--- config.mk ---
export PLATFORM = sky130hd
export DESIGN_NAME = tsrm_regs
export DESIGN_NICKNAME = d
export VERILOG_FILES = /design/src/verilog/tsrm_pkg.sv /design/src/verilog/tsrm_rw_reg.sv /design/src/verilog/tsrm_regs.sv
export SDC_FILE = /design/constraint.sdc
export NUM_CORES = 1
export LEC_CHECK = 0
export ABC_AREA = 1
export BUFFER_PORTS_ARGS = -buffer_cell sky130_fd_sc_hd__buf_2
export CORE_UTILIZATION = 45
export DETAILED_ROUTE_END_ITERATION = 10
export GPL_TIMING_DRIVEN = 0
export PLACE_DENSITY = 0.66
export RECOVER_POWER = 25
export SLEW_MARGIN = 20
export SYNTH_ARGS = -nofsm -noshare
export SYNTH_HDL_FRONTEND = slang
export SYNTH_HIERARCHICAL = 1
export SYNTH_SLANG_ARGS = --single-unit
--- constraint.sdc ---
create_clock -name clk -period 2.9 [get_ports clk]
set_input_delay 0.29 -clock clk [delete_from_list [all_inputs] [get_ports clk]]
set_output_delay 0.29 -clock clk [all_outputs]
set_load 0.005 [all_outputs]
--- src/verilog/tsrm_pkg.sv ---
// Purpose: shared constants for the temperature sensor register map
// Assumes: 8-bit register addresses, 8-bit data
// Notes: offsets and reset values are named once here
package tsrm_pkg;
    localparam int unsigned ADDR_W = 8;
    localparam int unsigned DATA_W = 8;
    localparam int unsigned TEMP_W = 11;
    localparam int unsigned FRAC_W = 3;
    // ==========================================================
    // register offsets
    localparam logic [7:0] A_INT_TEMP = 8'h00;
    localparam logic [7:0] A_EXT_TEMP = 8'h01;
    localparam logic [7:0] A_STATUS = 8'h02;
    localparam logic [7:0] A_CONFIG = 8'h03;
    localparam logic [7:0] A_RATE = 8'h04;
    localparam logic [7:0] A_INT_HI = 8'h05;
    localparam logic [7:0] A_INT_LO = 8'h06;
    localparam logic [7:0] A_EXT_HI = 8'h07;
    localparam logic [7:0] A_EXT_LO = 8'h08;
    localparam logic [7:0] A_CONFIG_M = 8'h09;
    localparam logic [7:0] A_RATE_M = 8'h0a;
    localparam logic [7:0] A_INT_HI_M = 8'h0b;
    localparam logic [7:0] A_INT_LO_M = 8'h0c;
    localparam logic [7:0] A_EXT_HI_M = 8'h0d;
    localparam logic [7:0] A_EXT_LO_M = 8'h0e;
    localparam logic [7:0] A_ONE_SHOT = 8'h0f;
    localparam logic [7:0] A_EXT_FRAC = 8'h10;
    localparam logic [7:0] A_SCRATCH_A = 8'h11;
    localparam logic [7:0] A_SCRATCH_B = 8'h12;
    localparam logic [7:0] A_EXT_HI_F = 8'h13;
    localparam logic [7:0] A_EXT_LO_F = 8'h14;
    // ==========================================================
    // reset values and the fraction read mask
    localparam logic [7:0] RST_ZERO = 8'h00;
    localparam logic [7:0] RST_RATE = 8'h06;
    localparam logic [7:0] RST_HI_LIM = 8'h55;
    localparam logic [7:0] FRAC_MASK = 8'he0;
endpackage

--- src/verilog/tsrm_rw_reg.sv ---
// Purpose: one host-writable byte reachable at up to two addresses
// Assumes: write strobe is a single-cycle pulse
// Notes: used for every plain and mirrored read-write byte
`timescale 1ns/1ps
module tsrm_rw_reg #(
    parameter logic [7:0] ADDR_A = 8'h00,
    parameter logic [7:0] ADDR_B = 8'h00,
    parameter logic [7:0] RST_VAL = 8'h00
) (
    input wire logic clk,
    input wire logic rstn,
    input wire logic wr_en,
    input wire logic [7:0] addr,
    input wire logic [7:0] wdata,
    output logic hit,
    output logic [7:0] value
);
    logic [7:0] val_ff;
    logic [7:0] nxt_val;

    // one storage serves both addresses, so aliases never disagree
    assign hit = (addr == ADDR_A) || (addr == ADDR_B);
    assign nxt_val = (wr_en && hit) ? wdata : val_ff;
    assign value = val_ff;

    always_ff @(posedge clk or negedge rstn) begin
        if (!rstn) begin
            val_ff <= RST_VAL;
        end else begin
            val_ff <= nxt_val;
        end
    end
endmodule

--- src/verilog/tsrm_regs.sv ---
// Purpose: register map of a two-channel temperature sensor
// Assumes: a protocol engine delivers byte reads and writes by address
// Notes: conversion engine lives outside; it feeds results and flags
`timescale 1ns/1ps
module tsrm_regs
    import tsrm_pkg::*;
(
    input wire logic clk,
    input wire logic rstn,
    input wire logic wr_en,
    input wire logic rd_en,
    input wire logic [tsrm_pkg::ADDR_W-1:0] addr,
    input wire logic [tsrm_pkg::DATA_W-1:0] wdata,
    output logic [tsrm_pkg::DATA_W-1:0] rdata,
    input wire logic result_valid,
    input wire logic [tsrm_pkg::TEMP_W-1:0] int_result,
    input wire logic [tsrm_pkg::TEMP_W-1:0] ext_result,
    input wire logic [tsrm_pkg::DATA_W-1:0] status_set,
    input wire logic busy,
    output logic one_shot,
    output logic [tsrm_pkg::DATA_W-1:0] config_value,
    output logic [tsrm_pkg::DATA_W-1:0] rate_value,
    output logic [tsrm_pkg::DATA_W-1:0] int_high_limit,
    output logic [tsrm_pkg::DATA_W-1:0] int_low_limit,
    output logic [tsrm_pkg::TEMP_W-1:0] ext_high_limit,
    output logic [tsrm_pkg::TEMP_W-1:0] ext_low_limit
);
    import tsrm_pkg::*;

    localparam int unsigned NRW = 10;
    localparam int unsigned I_CFG = 0;
    localparam int unsigned I_RATE = 1;
    localparam int unsigned I_IHI = 2;
    localparam int unsigned I_ILO = 3;
    localparam int unsigned I_EHI = 4;
    localparam int unsigned I_ELO = 5;
    localparam int unsigned I_SA = 6;
    localparam int unsigned I_SB = 7;
    localparam int unsigned I_EHF = 8;
    localparam int unsigned I_ELF = 9;
    localparam logic [7:0] ADDR_A_TAB [NRW] = '{A_CONFIG, A_RATE,
        A_INT_HI, A_INT_LO, A_EXT_HI, A_EXT_LO, A_SCRATCH_A,
        A_SCRATCH_B, A_EXT_HI_F, A_EXT_LO_F};
    localparam logic [7:0] ADDR_B_TAB [NRW] = '{A_CONFIG_M, A_RATE_M,
        A_INT_HI_M, A_INT_LO_M, A_EXT_HI_M, A_EXT_LO_M, A_SCRATCH_A,
        A_SCRATCH_B, A_EXT_HI_F, A_EXT_LO_F};
    localparam logic [7:0] RST_TAB [NRW] = '{RST_ZERO, RST_RATE,
        RST_HI_LIM, RST_ZERO, RST_HI_LIM, RST_ZERO, RST_ZERO,
        RST_ZERO, RST_ZERO, RST_ZERO};

    // ==========================================================
    // read-write bytes and their aliases
    logic [NRW-1:0] rw_hit;
    logic [7:0] rw_val [NRW];

    genvar g;
    generate
        for (g = 0; g < NRW; g++) begin : g_rw
            tsrm_rw_reg #(
                .ADDR_A(ADDR_A_TAB[g]),
                .ADDR_B(ADDR_B_TAB[g]),
                .RST_VAL(RST_TAB[g])
            ) u_reg (
                .clk(clk),
                .rstn(rstn),
                .wr_en(wr_en),
                .addr(addr),
                .wdata(wdata),
                .hit(rw_hit[g]),
                .value(rw_val[g])
            );
        end
    endgenerate

    assign config_value = rw_val[I_CFG];
    assign rate_value = rw_val[I_RATE];
    assign int_high_limit = rw_val[I_IHI];
    assign int_low_limit = rw_val[I_ILO];
    // limit comparison uses integer byte plus top fraction bits
    assign ext_high_limit = {rw_val[I_EHI],
        rw_val[I_EHF][DATA_W-1 -: FRAC_W]};
    assign ext_low_limit = {rw_val[I_ELO],
        rw_val[I_ELF][DATA_W-1 -: FRAC_W]};

    // ==========================================================
    // temperature results
    logic [7:0] int_hi_ff;
    logic [7:0] ext_hi_ff;
    logic [FRAC_W-1:0] int_fr_ff;
    logic [FRAC_W-1:0] ext_fr_ff;
    logic [FRAC_W-1:0] ext_shadow_ff;
    logic [FRAC_W-1:0] int_shadow_ff;
    logic [7:0] nxt_int_hi;
    logic [7:0] nxt_ext_hi;
    logic [FRAC_W-1:0] nxt_int_fr;
    logic [FRAC_W-1:0] nxt_ext_fr;

    assign nxt_int_hi = result_valid ?
        int_result[TEMP_W-1 -: DATA_W] : int_hi_ff;
    assign nxt_ext_hi = result_valid ?
        ext_result[TEMP_W-1 -: DATA_W] : ext_hi_ff;
    assign nxt_int_fr = result_valid ? int_result[FRAC_W-1:0] : int_fr_ff;
    assign nxt_ext_fr = result_valid ? ext_result[FRAC_W-1:0] : ext_fr_ff;

    always_ff @(posedge clk or negedge rstn) begin
        if (!rstn) begin
            int_hi_ff <= RST_ZERO;
            ext_hi_ff <= RST_ZERO;
            int_fr_ff <= '0;
            ext_fr_ff <= '0;
        end else begin
            int_hi_ff <= nxt_int_hi;
            ext_hi_ff <= nxt_ext_hi;
            int_fr_ff <= nxt_int_fr;
            ext_fr_ff <= nxt_ext_fr;
        end
    end

    // ==========================================================
    // read decode
    logic rd_int_hi;
    logic rd_ext_hi;
    logic rd_status;
    assign rd_int_hi = rd_en && (addr == A_INT_TEMP);
    assign rd_ext_hi = rd_en && (addr == A_EXT_TEMP);
    assign rd_status = rd_en && (addr == A_STATUS);

    // the shadow keeps a pair coherent even if a conversion lands
    // between the high and the low read
    logic [FRAC_W-1:0] nxt_ext_shadow;
    logic [FRAC_W-1:0] nxt_int_shadow;
    assign nxt_ext_shadow = rd_ext_hi ? ext_fr_ff : ext_shadow_ff;
    // internal low byte lives above this range; its shadow is kept
    // but no read path or output port uses it
    assign nxt_int_shadow = rd_int_hi ? int_fr_ff : int_shadow_ff;

    always_ff @(posedge clk or negedge rstn) begin
        if (!rstn) begin
            ext_shadow_ff <= '0;
            int_shadow_ff <= '0;
        end else begin
            ext_shadow_ff <= nxt_ext_shadow;
            int_shadow_ff <= nxt_int_shadow;
        end
    end

    // ==========================================================
    // status: hardware set wins over read clear
    logic [7:0] status_ff;
    logic [7:0] nxt_status;
    logic [7:0] status_view;
    // busy is live, not sticky, and is never cleared by reading
    assign status_view = {busy, status_ff[DATA_W-2:0]};
    assign nxt_status = (rd_status ? RST_ZERO : status_ff)
        | {1'b0, status_set[DATA_W-2:0]};

    always_ff @(posedge clk or negedge rstn) begin
        if (!rstn) begin
            status_ff <= RST_ZERO;
        end else begin
            status_ff <= nxt_status;
        end
    end

    // ==========================================================
    // one shot: any data value fires it
    logic one_shot_ff;
    logic nxt_one_shot;
    assign nxt_one_shot = wr_en && (addr == A_ONE_SHOT);
    always_ff @(posedge clk or negedge rstn) begin
        if (!rstn) begin
            one_shot_ff <= 1'b0;
        end else begin
            one_shot_ff <= nxt_one_shot;
        end
    end
    assign one_shot = one_shot_ff;

    // ==========================================================
    // read mux; writes to read-only bytes match no storage
    logic [7:0] rw_rdata;
    logic [7:0] ro_rdata;
    logic [7:0] nxt_rdata;
    logic [7:0] rdata_ff;

    always_comb begin
        rw_rdata = RST_ZERO;
        for (int i = 0; i < NRW; i++) begin
            if (rw_hit[i]) begin
                rw_rdata = rw_val[i];
            end
        end
    end

    always_comb begin
        case (addr)
            A_INT_TEMP: ro_rdata = int_hi_ff;
            A_EXT_TEMP: ro_rdata = ext_hi_ff;
            A_STATUS: ro_rdata = status_view;
            A_EXT_FRAC: ro_rdata = {ext_shadow_ff,
                {(DATA_W-FRAC_W){1'b0}}};
            default: ro_rdata = RST_ZERO;
        endcase
    end

    // fraction limit bytes read back only their used top bits
    logic frac_addr;
    assign frac_addr = (addr == A_EXT_HI_F) || (addr == A_EXT_LO_F);
    assign nxt_rdata = !rd_en ? rdata_ff :
        (|rw_hit) ? (frac_addr ? (rw_rdata & FRAC_MASK) : rw_rdata)
                  : ro_rdata;
    always_ff @(posedge clk or negedge rstn) begin
        if (!rstn) begin
            rdata_ff <= RST_ZERO;
        end else begin
            rdata_ff <= nxt_rdata;
        end
    end
    assign rdata = rdata_ff;
endmodule

==> flow_summary.toml <==
[clock_network]
htree_levels = 4
cts_tree = "built"
cts.repair.resized = 0
cts_root_buffer = "clkbuf_16"
clk_path_buf_depth = 2
cts_sinks = 118
clk_pin_slew_ns = 0.06
numCtsBuffers = 17
clk_latency_ns = 0.42
cts_setup_buffers = 0

[timing]
drv_slew = 41
max_clock_freq_ghz = 0.446
finalSetupViolCount = 0
skew_ns = 0.00757
setup_tns_ns = 0
fin_crit_ns = 2.24
rsz0062_at_grt = "false"
slew_headroom_pct = -26.0
worst_slew_pin_slew_ns = 1.89
hold_viol = 0
period_share_pct = 77.4

[drt]
dr.pass1.iters = 7
drc_errors = 0
vias = 6162
final_antenna_net_count = 0
viasPerCell = 5.18
routed_wl_um = 18600
wire_per_inst_um = 15.6
drt_iter0_markers = 480

[power_and_ir_drop]
p_comb_share_pct = 10.9
cellLeakagePower_uw = 0.00464
seq_power_share_pct = 41.0
intPower_uw = 3330
power_frac_clock_pct = 48.1
p_sw_uw = 1210
power_density_nw_per_um2 = 554
peakVddDrop_v = 0.000378
sw_frac_of_total_pct = 26.7

[run_status]
status = "finished with violations"
violations = "capacitance limit, slew limit"

[synth]
netlist.area_leader.share_pct = 39.6
synth.largest_area_cell = "dfrtp_1"
ys.flop_type = "dfrtp_1"
avgSynthCellArea_um2 = 7.91
synth-seq-cells = 118
synth_area_leaders = "dfrtp_1 (40%), nand2_1 (17%), nand4_1 (6.1%)"
synth-async-reset-ratio_pct = 100
syn_inst = 862
synth_area_um2 = 6820
synth_most_common_cell = "nand2_1"
synth_nets = 914
yosys-top-cells-count = "nand2_1 (311), dfrtp_1 (108), nor2_1 (68), nand4_1 (67), inv_1 (64)"
yosys_warnings = 6
synth-edff-count = 0
synthDistinctLibCells = 35
ys_seq_area_share_pct = 43.5

[worst_setup_path]
cp.required_ns = 3.27
cp-end-kind = "register"
timing.rr.start = "g_rw[1].u_reg/value[1]"
path_class = "input port to register"
crit_path_cell_trace = "buf_2 -> nand2_1 -> nor4_2 -> inv_2 -> nand2_1 -> nor2_1 -> nor2_1 -> nand2_1 -> nand2_1 -> nand2_1 -> nand2_1 -> nand2_1 -> nand2_1"
slowest_stage = "nor4_2"
rr_worst_depth = 10
cpMostUsedCell = "nand2_1"
crit_family = "simple AND/OR/NAND/NOR gates"
worstPathArrival_ns = 2.61
start_kind = "input port"
r2r_end = "rdata[1]"
ff2ff_setup_slack_ns = 1.48
slowest_delay_ns = 0.70
cp-startpoint = "addr[3]"
critPathBufInv = 2
worst-path-max-fanout = 20

[global_routing]
grt_usage_pct = 25.0
grt_antenna_before_repair = 0
overflow = 0
grt_max_degree = 79
grt_pass1_vias = 5745
grt_pass1_wl_um = 30400

[cells_and_area]
syn2layout_area_growth_pct = 20.0
fin_nets = 1044
fin_cells = 1189
drive_above_1_share_pct = 27.3
n_antenna_cell = 0

[worst_hold_path]
hold_start = "status_set[4]"
hold_class = "input port to register"
min_path_cells = 2
holdPathEnd = "status_ff[4]"

[floorplanning]
core_area_um2 = 14600
pin_count = 115
rows = 44
die_area_um2 = 15700
initial_core_util_pct = 46.6
die_x_um = 125
die_h_um = 125

[placed_design]
place_inst = 1156
routabilityCongestion = 0.920
hpwl_um = 13100
portBuffers = 109

[job]
cap_violations = 1
[worst register-to-register path, delay by kind of cell (launching register included)]
family / cells / cell delay (ns)
AND/OR/NAND/NOR: 9 / 0.76
flip-flops: 1 / 0.55
AO/OA/AOI/OAI: 1 / 0.07
[metrics by stage]
stage               total power (uW)  util (%)  hold WS [ns]  area, um^2  setup slack, ns
detailed placement              2390      52.1         0.229        7630          -0.0866
global placement                2370      51.9         0.457        7600          -0.0418
floorplan                       2120         -      -0.00559        6820            0.876
CTS                             4590      56.4        0.0425        8260            0.352
global route                    4720      55.9        0.0415        8190            0.310
finish                          4540      55.9        0.0564        8190            0.656
[layer usage]
| layer | vias up | global-route usage (%) | wire, um |
|---|---|---|---|
| met5 | - | 0 | 0 |
| met4 | 0 | 9.40 | 363 |
| met3 | 24 | 5.73 | 1070 |
| met2 | 179 | 38.5 | 8550 |
| met1 | 2887 | 34.4 | 8580 |
| li1 | 3072 | - | - |
[final cells by class]
class	count	area, um^2
clock inverters	14	175
plain buffers	18	104
repair buffers	111	587
well taps	184	230
inverters	81	307
flip-flops and latches	118	2970
clock buffers	18	439
fillers	1398	6460
multi-input cells	645	3380
[registers in the layout (all words and copies together) (netlist names)]
name	cells
one_shot	1
ext_fr_ff	3
rdata	8
g_rw.u_reg/value	80
ext_shadow_ff	3
status_ff	7
int_hi_ff	8
ext_hi_ff	8
[placed cells by master (no fill, tap or decap), types with 15 or more instances in the layout]
cell       count
nand2_2       26
inv_1         64
nand3_1       37
clkbuf_16     17
o21ai_0       26
nand4_1       67
dfrtp_1      108
nor2_1        70
nand2_1      312
buf_2        116
inv_2         15
[how the worst max path moves through the flow]
stage | to | slack (ns) | cells past startpoint
after floorplan | rdata[1] | 0.88 | 13
after global placement | rdata[1] | -0.04 | 13
after detailed placement | rdata[1] | -0.09 | 15
after CTS | rdata[1] | 0.35 | 15
after global routing | g_rw[9].u_reg/value[0] | 0.31 | 3
final | rdata[1] | 0.66 | 13
[repair_timing]
item,CTS,global route
endpoints found under the setup margin,0,0
hold buffers,1,0
endpoints found under the hold margin,37,0
[power groups by stage]
stage	Combinational (uW)	Sequential (uW)	Clock, uW
floorplan	254	1870	0
global placement	486	1880	0
detailed placement	502	1890	0
CTS	505	1860	2220
global route	554	1870	2300
finish	494	1860	2180
[cells by family after synthesis]
family	share of synthesized area, %
and+or+nand+nor	43.7
muxes	1.98
buffers and inverters	6.05
AOI/OAI and AO/OA	4.82
DFF	43.5
Power figures use the tool's default switching activity.
